--- config.mk ---
export PLATFORM = sky130hd
export DESIGN_NAME = ops_supervisor
export DESIGN_NICKNAME = d
export VERILOG_FILES = /design/src/ops_pkg.sv /design/src/ops_ch_if.sv /design/src/ops_channel.sv /design/src/ops_supervisor.sv
export SDC_FILE = /design/constraint.sdc
export NUM_CORES = 1
export LEC_CHECK = 0
export BUFFER_PORTS_ARGS = -buffer_cell sky130_fd_sc_hd__clkbuf_2
export CAP_MARGIN = 20
export CORE_ASPECT_RATIO = 0.9
export CORE_MARGIN = 2
export CORE_UTILIZATION = 56
export DETAILED_ROUTE_END_ITERATION = 7
export PLACE_DENSITY = 0.95
export SETUP_SLACK_MARGIN = 0.15
export SYNTH_ARGS = -nofsm -noshare
export SYNTH_HDL_FRONTEND = slang
export SYNTH_SLANG_ARGS = --single-unit
export TNS_END_PERCENT = 10
--- constraint.sdc ---
create_clock -name CLK -period 7.83 [get_ports CLK]
set_input_delay 1.566 -clock CLK [delete_from_list [all_inputs] [get_ports CLK]]
set_output_delay 1.566 -clock CLK [all_outputs]
set_load 0.01 [all_outputs]
--- src/ops_pkg.sv ---
`default_nettype none
package ops_pkg;
  // --------------------------------------------------------------
  // Timebase
  // --------------------------------------------------------------
  localparam int CLK_PERIOD_NS = 25;
  localparam int TICK_PERIOD_NS = 1000000;
  localparam int TICK_CYC = (TICK_PERIOD_NS + CLK_PERIOD_NS - 1) / CLK_PERIOD_NS;
  localparam int TICK_W = 16;
  localparam int MS_PER_S = 1000;
  localparam int MS_W = 10;
  // --------------------------------------------------------------
  // Over-current delay and watchdog period
  // --------------------------------------------------------------
  localparam int OC_DLY_MAX_MS = 255;
  localparam int DLY_W = 8;
  localparam int WDOG_MIN_S = 1;
  localparam int WDOG_MAX_S = 3600;
  localparam int WDOG_DEF_S = 60;
  localparam int WD_W = 12;
  localparam logic [1:0] RSYNC_RST = 2'h0;
  // --------------------------------------------------------------
  // Per-channel state
  // --------------------------------------------------------------
  typedef struct packed {
    logic ov;
    logic oc;
    logic osc;
    logic run;
    logic cc_prev;
    logic [DLY_W-1:0] cnt;
  } ops_ch_st_t;
  localparam ops_ch_st_t CH_RST = '0;
endpackage
`default_nettype wire

--- src/ops_ch_if.sv ---
`timescale 1ns/100ps
`default_nettype none
interface ops_ch_if #(parameter int VW = 16);
  logic [VW-1:0] vmon;
  logic [VW-1:0] vset;
  logic [VW-1:0] ovlim;
  logic [VW-1:0] offs;
  logic trk_en;
  logic cc;
  logic oc_en;
  logic [ops_pkg::DLY_W-1:0] dly;
  logic start_chg;
  logic set_done;
  logic osc_en;
  logic osc_det;
  logic clr;
  logic tick;
  logic ov;
  logic oc;
  logic osc;
  modport sup (output vmon, vset, ovlim, offs, trk_en, cc, oc_en, dly, start_chg,
    set_done, osc_en, osc_det, clr, tick, input ov, oc, osc);
  modport ch (input vmon, vset, ovlim, offs, trk_en, cc, oc_en, dly, start_chg,
    set_done, osc_en, osc_det, clr, tick, output ov, oc, osc);
endinterface
`default_nettype wire

--- src/ops_channel.sv ---
`timescale 1ns/100ps
`default_nettype none
module ops_channel #(
  parameter int VW = 16
) (
  input wire logic clk,
  input wire logic rst_n,
  ops_ch_if.ch c
);
  ops_pkg::ops_ch_st_t q;
  ops_pkg::ops_ch_st_t d;
  logic [VW:0] thr;
  logic cc_rise;
  logic start;

  // --------------------------------------------------------------
  // Trip logic
  // --------------------------------------------------------------
  always_comb begin
    d = q;
    // Extra bit keeps the tracking sum from wrapping to a low limit
    thr = c.trk_en ? ({1'b0, c.vset} + {1'b0, c.offs}) : {1'b0, c.ovlim}; // RULE2
    cc_rise = c.cc & ~q.cc_prev;
    start = c.oc_en & (c.start_chg ? c.set_done : cc_rise); // RULE7
    d.cc_prev = c.cc;
    if (c.clr) begin
      d.ov = 1'b0; // RULE19
      d.oc = 1'b0;
      d.osc = 1'b0;
      d.run = 1'b0;
    end
    // No enable term: this trip can never be switched off
    if ({1'b0, c.vmon} >= thr) begin
      d.ov = 1'b1; // RULE1 RULE21
    end
    if (!c.oc_en) begin
      d.run = 1'b0; // RULE4
    end else if (start) begin
      d.run = 1'b1;
      d.cnt = c.dly; // RULE6
    end else if (q.run) begin
      // Status is looked at only once the delay has run out
      if (q.cnt == '0) begin
        d.run = 1'b0;
        if (c.cc) begin
          d.oc = 1'b1; // RULE3 RULE5
        end
      end else if (c.tick) begin
        d.cnt = q.cnt - 1'b1; // RULE22
      end
    end
    if (c.osc_en & c.osc_det) begin
      d.osc = 1'b1; // RULE17 RULE18
    end
  end

  always_ff @(posedge clk or negedge rst_n) begin
    if (!rst_n) begin
      q <= ops_pkg::CH_RST;
    end else begin
      q <= d;
    end
  end

  assign c.ov = q.ov;
  assign c.oc = q.oc;
  assign c.osc = q.osc;
endmodule
`default_nettype wire

--- src/ops_supervisor.sv ---
`timescale 1ns/100ps
`default_nettype none
// Behaviour
// RULE1: Output trips off when its voltage reaches the over-voltage limit.
// RULE2: Tracking mode limit is programmed voltage plus offset, followed continuously.
// RULE3: Enabled over-current trips when current limit reached and regulation enters constant current.
// RULE4: Over-current protection has a per-channel enable.
// RULE5: Constant-current ignored during delay; trip only if still present at expiry.
// RULE6: Over-current delay spans zero to 255 milliseconds.
// RULE7: Per-channel choice: delay starts on any limit entry or setting change.
// RULE8: With coupling on, one trip disables every output.
// RULE9: Enabled watchdog trips all outputs when remote traffic stops for period.
// RULE10: Only remote command traffic restarts the watchdog.
// RULE11: Watchdog trip disables outputs, programmed on/off setting untouched.
// RULE12: Watchdog trip sets questionable protection bit and protection indicator.
// RULE13: Watchdog period in whole seconds from one to 3600.
// RULE14: Watchdog period is sixty seconds after reset.
// RULE15: Watchdog settings volatile but readable for saving and recall.
// RULE16: Watchdog trip stays latched until protection clear.
// RULE17: Enabled oscillation detection latches output off and reports it.
// RULE18: Oscillation protection enabled per channel.
// RULE19: Every trip latches and holds output off until cleared.
// RULE20: Host removes fault cause before issuing protection clear.
// RULE21: Over-voltage protection is always active.
// RULE22: Timers run on a millisecond tick derived from the clock.
module ops_supervisor #(
  parameter int N = 4,
  parameter int VW = 16,
  parameter int TICK_CYC = ops_pkg::TICK_CYC
) (
  input wire logic CLK,
  input wire logic RST_N,
  input wire logic [N*VW-1:0] VOLT_MON,
  input wire logic [N*VW-1:0] VOLT_SET,
  input wire logic [N*VW-1:0] OV_LIMIT,
  input wire logic [N*VW-1:0] OV_TRACK_OFFSET,
  input wire logic [N-1:0] OV_TRACK_EN,
  input wire logic [N-1:0] CONSTANT_CURRENT_REGULATION,
  input wire logic [N-1:0] OVERCURRENT_EN,
  input wire logic [N*ops_pkg::DLY_W-1:0] OC_DELAY_MS,
  input wire logic [N-1:0] START_ON_SETTING_CHANGE,
  input wire logic [N-1:0] SETTING_CHANGE_DONE,
  input wire logic [N-1:0] OSC_EN,
  input wire logic [N-1:0] OSC_DETECT,
  input wire logic [N-1:0] OUT_ON_PROG,
  input wire logic [N-1:0] PROT_CLEAR,
  input wire logic COUPLE_EN,
  input wire logic WDOG_EN,
  input wire logic [ops_pkg::WD_W-1:0] WDOG_PERIOD_S,
  input wire logic WDOG_PERIOD_LOAD,
  input wire logic REMOTE_CMD_ACTIVITY,
  output logic [N-1:0] OUT_ENABLE,
  output logic [N-1:0] OVERVOLTAGE_TRIP,
  output logic [N-1:0] OVERCURRENT_TRIP,
  output logic [N-1:0] OSCILLATION_TRIP,
  output logic [N-1:0] PROT_TRIP,
  output logic [ops_pkg::WD_W-1:0] WDOG_PERIOD,
  output logic QUES_PROT,
  output logic PROT_LED
);
  // --------------------------------------------------------------
  // Parameter checks
  // --------------------------------------------------------------
  if (N < 1 || N > 16) begin : g_bad_n
    $error("channel count out of range");
  end
  if (VW < 2) begin : g_bad_vw
    $error("voltage width too small");
  end
  if (TICK_CYC < 1 || TICK_CYC > (1 << ops_pkg::TICK_W)) begin : g_bad_tick
    $error("tick divider out of range");
  end

  typedef struct packed {
    logic [N-1:0] cc_s1;
    logic [N-1:0] cc_s2;
    logic [N-1:0] osc_s1;
    logic [N-1:0] osc_s2;
    logic [ops_pkg::TICK_W-1:0] tick_cnt;
    logic [ops_pkg::MS_W-1:0] ms_cnt;
    logic [ops_pkg::WD_W-1:0] sec_cnt;
    logic [ops_pkg::WD_W-1:0] period;
    logic wd_trip;
    logic [N-1:0] prot;
    logic [N-1:0] out_en;
    logic ques;
  } ops_top_st_t;

  localparam logic [ops_pkg::TICK_W-1:0] TICK_LAST = ops_pkg::TICK_W'(TICK_CYC - 1);
  localparam logic [ops_pkg::MS_W-1:0] MS_LAST = ops_pkg::MS_W'(ops_pkg::MS_PER_S - 1);
  localparam logic [ops_pkg::WD_W-1:0] WD_MIN = ops_pkg::WD_W'(ops_pkg::WDOG_MIN_S);
  localparam logic [ops_pkg::WD_W-1:0] WD_MAX = ops_pkg::WD_W'(ops_pkg::WDOG_MAX_S);
  localparam logic [ops_pkg::WD_W-1:0] WD_DEF = ops_pkg::WD_W'(ops_pkg::WDOG_DEF_S);
  localparam ops_top_st_t TOP_RST = '{period: WD_DEF, default: '0};

  // --------------------------------------------------------------
  // Reset release
  // --------------------------------------------------------------
  logic [1:0] rsync_q;
  logic rst_n;

  always_ff @(posedge CLK or negedge RST_N) begin
    if (!RST_N) begin
      rsync_q <= ops_pkg::RSYNC_RST;
    end else begin
      rsync_q <= {rsync_q[0], 1'b1};
    end
  end
  assign rst_n = rsync_q[1];

  // --------------------------------------------------------------
  // Channels
  // --------------------------------------------------------------
  ops_top_st_t q;
  ops_top_st_t d;
  logic tick;
  logic [N-1:0] fault;

  ops_ch_if #(.VW(VW)) chif[N] ();

  for (genvar i = 0; i < N; i++) begin : g_ch
    assign chif[i].vmon = VOLT_MON[i*VW +: VW];
    assign chif[i].vset = VOLT_SET[i*VW +: VW];
    assign chif[i].ovlim = OV_LIMIT[i*VW +: VW];
    assign chif[i].offs = OV_TRACK_OFFSET[i*VW +: VW];
    assign chif[i].trk_en = OV_TRACK_EN[i];
    assign chif[i].cc = q.cc_s2[i];
    assign chif[i].oc_en = OVERCURRENT_EN[i];
    assign chif[i].dly = OC_DELAY_MS[i*ops_pkg::DLY_W +: ops_pkg::DLY_W];
    assign chif[i].start_chg = START_ON_SETTING_CHANGE[i];
    assign chif[i].set_done = SETTING_CHANGE_DONE[i];
    assign chif[i].osc_en = OSC_EN[i];
    assign chif[i].osc_det = q.osc_s2[i];
    assign chif[i].clr = PROT_CLEAR[i];
    assign chif[i].tick = tick;
    assign fault[i] = chif[i].ov | chif[i].oc | chif[i].osc;
    assign OVERVOLTAGE_TRIP[i] = chif[i].ov;
    assign OVERCURRENT_TRIP[i] = chif[i].oc;
    assign OSCILLATION_TRIP[i] = chif[i].osc;

    ops_channel #(.VW(VW)) u_ch (
      .clk(CLK),
      .rst_n(rst_n),
      .c(chif[i])
    );
  end

  // --------------------------------------------------------------
  // Supervisor logic
  // --------------------------------------------------------------
  assign tick = (q.tick_cnt == TICK_LAST); // RULE22

  always_comb begin
    d = q;
    // Regulation status and oscillation detector come from the analog side
    d.cc_s1 = CONSTANT_CURRENT_REGULATION;
    d.cc_s2 = q.cc_s1;
    d.osc_s1 = OSC_DETECT;
    d.osc_s2 = q.osc_s1;

    d.tick_cnt = tick ? '0 : q.tick_cnt + 1'b1; // RULE22

    // Out-of-range periods are clamped rather than refused
    if (WDOG_PERIOD_LOAD) begin
      if (WDOG_PERIOD_S < WD_MIN) begin
        d.period = WD_MIN; // RULE13
      end else if (WDOG_PERIOD_S > WD_MAX) begin
        d.period = WD_MAX;
      end else begin
        d.period = WDOG_PERIOD_S;
      end
    end

    // Panel and web traffic never reach this input
    if (!WDOG_EN || REMOTE_CMD_ACTIVITY) begin
      d.ms_cnt = '0; // RULE10
      d.sec_cnt = '0;
    end else if (tick && q.sec_cnt < q.period) begin
      if (q.ms_cnt == MS_LAST) begin
        d.ms_cnt = '0;
        d.sec_cnt = q.sec_cnt + 1'b1;
      end else begin
        d.ms_cnt = q.ms_cnt + 1'b1;
      end
    end

    // Any clear also clears the watchdog; a fresh expiry wins
    if (|PROT_CLEAR) begin
      d.wd_trip = 1'b0; // RULE16
    end
    if (WDOG_EN && q.sec_cnt >= q.period) begin
      d.wd_trip = 1'b1; // RULE9
    end

    for (int i = 0; i < N; i++) begin
      if (PROT_CLEAR[i]) begin
        d.prot[i] = 1'b0;
      end
      if (COUPLE_EN && |(fault & ~(N'(1) << i))) begin
        d.prot[i] = 1'b1; // RULE8
      end
    end

    // Programmed on/off is only gated, never rewritten
    d.out_en = OUT_ON_PROG & ~(fault | q.prot | {N{q.wd_trip}}); // RULE11 RULE19
    d.ques = q.wd_trip | (|q.prot); // RULE12
  end

  always_ff @(posedge CLK or negedge rst_n) begin
    if (!rst_n) begin
      q <= TOP_RST; // RULE14 RULE15
    end else begin
      q <= d;
    end
  end

  // --------------------------------------------------------------
  // Outputs
  // --------------------------------------------------------------
  assign OUT_ENABLE = q.out_en;
  assign PROT_TRIP = q.prot;
  assign WDOG_PERIOD = q.period; // RULE15
  assign QUES_PROT = q.ques;
  assign PROT_LED = q.ques;
endmodule
`default_nettype wire

==> out/results.tsv <==
metric	value	unit
Yosys top cell area share	27.9	%
max cap viols	0	
1st-iter DRT viols	855	
critical path launch point type	input pin	
clock network power share	34.4	%
drc violations	0	
Inserted Clock Buffers	17	
final period utilization	62.4	%
Starting Density	56.9	%
vias in the first global route	11400	
most frequent cells in the layout	375 x clkbuf_2, 147 x ha_1, 125 x dfrtp_1	
Post-synth EDFFs	0	
Seq cells post-synth	130	
core footprint	19900	um^2
clock root cell	clkbuf_16	
Critical Path RT	8120	ps
layout cell share with drive strength beyond 1	26.3	%
Vias/cell	6.06	
CP max stage delay	480	ps
clock latency on the worst-skew pair	420	ps
HP Class	reg2async	
full die area	21300	um^2
Setup crit end kind	flip-flop	
Ant. Diodes	0	
cts repair resizes	0	
layout overhead on the synthesized area	22.3	%
RSZ-0062 raised after global routing	no	
Routed Antenna Nets	0	
Worst Path Max Fanout	3	
Layout Cells excl Fill	1903	
GR Overflow Total	0	
Switching Power	0.812	mW
Setup WS post-layout	2940	ps
Critical Path AT	5170	ps
FMAX	205	MHz
Mean Syn Cell Area	8.71	um^2
status	finished, final reports clean	
critical path buffer and inverter count	1	
nets	2128	
clock-pin slew on the worst setup and hold paths	60	ps
commonest non-fill, non-tap cell in the layout	clkbuf_2	
Mapped Cells	1298	
cells along the critical path	clkbuf_2 -> ha_1 -> fa_1 -> a211oi_1 -> nor2_1 -> o31ai_1 -> a31oi_1 -> o41ai_1 -> xnor2_1 -> mux2i_1 -> ha_1 -> or3_1 -> nor3_1 -> a31oi_1 -> o221ai_1 -> o21ai_0	
largest cells by area after synthesis	dfrtp_1 28%, ha_1 16%, mux2i_1 4.5%	
Slew Limit Fails	0	
VDD IR max	0.000163	V
Hold Buf Count CTS	0	
sequential share of power	33.9	%
leading area contributor after synthesis	dfrtp_1	
Die H	139	um
IO Pins	376	
GPL Wtd Cong	0.995	
Synth cell types	73	
clock tree buffer depth	2	
Placed Instances	1870	
Hold Vio Cnt, Final	0	
Port Buffers	375	
Rows	49	
CP Class	in2reg	
Placement Setup Slack	2630	ps
CTS H-Tree Depth	4	
Design Area, Final	13800	um^2
Slew headroom	35.8	%
skew final	12.6	ps
Slew @ Worst Pin	952	ps
DRT Pass-1 Iters	5	
largest net degree at the start of global routing	89	
Leakage	6.95	nW
Crit-path slowest cell	o41ai_1	
routed wire length	34.7	mm
Net Sw Frac	32.7	%
yosys warns	0	
Chip Width	154	um
ys async rst share	100	%
dpl cell area	13200	um^2
Setup TNS	0	ps
Post-Synthesis Cell Area	11300	um^2
pwr/cell area	179	nW/um^2
Comb pwr share	31.7	%
CTS sink cnt	130	
CTS tree	done	
setup violators final	0	
Synth Flop Type	dfrtp_1	
initial antenna violation count	0	
CP delay by family, top	compound AO/OA/AOI/OAI gates	
detailed placement HPWL	28.2	mm
vias	11500	
Total GRT Usage	32.2	%
net count after synthesis	1791	
sequential-to-total area share from yosys stat	28.8	%
fin crit period	4890	ps
Internal	1.67	mW
WL/cell	18.2	um
Setup Buffers After CTS	0	
first-pass GRT wire length	55.6	mm
==> layout make-up <==
type	count	area [um^2]
clock buffer	19	453
clock inverter	13	181
fill	1545	6040
inverter	59	221
multi-input combinational	1048	7470
sequential	130	3260
tap	255	319
timing repair buffer	379	1920
==> path summary, 6_finish.rpt <==
path                                    from                 to  slack (ps)  cells past startpoint
worst max-delay path            VOLT_SET[48]  g_ch[3].u_ch.c.ov        2940                     16
worst min-delay path              rsync_q[1]  g_ch[2].u_ch.q[2]         320                      0
worst max register to register         q[44]              q[33]        4640                      7
worst min register to register    rsync_q[1]  g_ch[2].u_ch.q[2]         320                      0
max in group asynchronous         rsync_q[1]     WDOG_PERIOD[3]        6250                      2
min in group CLK                  rsync_q[0]         rsync_q[1]         350                      0
==> sequential cells by signal (all words and copies together), names as in the netlist, 2 cells and up <==
signal and count:
chif.cc 4, WDOG_PERIOD 12, chif.osc_det 4, g_ch.u_ch.c.osc 4, d 8, q 39
PROT_TRIP 4, rsync_q 2, OUT_ENABLE 4, g_ch.u_ch.c.oc 4, g_ch.u_ch.c.ov 4, g_ch.u_ch.q 40
==> stage by stage <==
step / power (mW) / util, % / hold WS [ps]
floorplan: 1.37 / - / 331
global placement: 1.58 / 66.3 / 332
detailed placement: 1.62 / 66.3 / 333
CTS: 2.48 / 69.5 / 341
global route: 2.63 / 69.6 / 346
finish: 2.48 / 69.6 / 316
==> power by group through the flow <==
stage                     registers [mW]  clock network (mW)  logic, mW
after floorplan                    0.828                   0      0.538
after global placement             0.842                   0      0.736
after detailed placement           0.848                   0      0.768
after CTS                          0.839               0.866      0.776
after global routing               0.854               0.896      0.881
final                              0.841               0.854      0.785
==> cells by family (layout without fill, tap and decap cells) <==
logic type	count (synthesis)	after routing	share of synthesized area, %
AOI/OAI and AO/OA	363	363	20.1
xor gates and xnor gates	60	60	4.65
adders and majority gates	151	151	17.0
buffers and inverters	120	470	5.10
DFF	130	130	28.8
muxes	55	55	4.91
other	1	1	0.0332
and+or+nand+nor	418	418	19.4
==> cell usage after synthesis (all sizes together), types with 17 or more instances <==
cell	count
clkbuf	22
dfrtp	126
nand2	91
inv	59
ha	147
a21o	34
nor2	90
a211oi	17
o21ai	104
xnor2	46
nand4	24
a21oi	98
buf	39
nor2b	25
mux2i	51
nand3	47
and3	17
or3	21
nor3	31
==> routing by layer <==
layer | global-route usage (%) | wire, um | up-vias
met2 | 54.9 | 16400 | 583
met3 | 7.94 | 2900 | 122
met5 | 0 | 0 | -
li1 | - | - | 5470
met4 | 14.4 | 1650 | 0
met1 | 38.6 | 13700 | 5359
(Power assumes the default switching activity.)
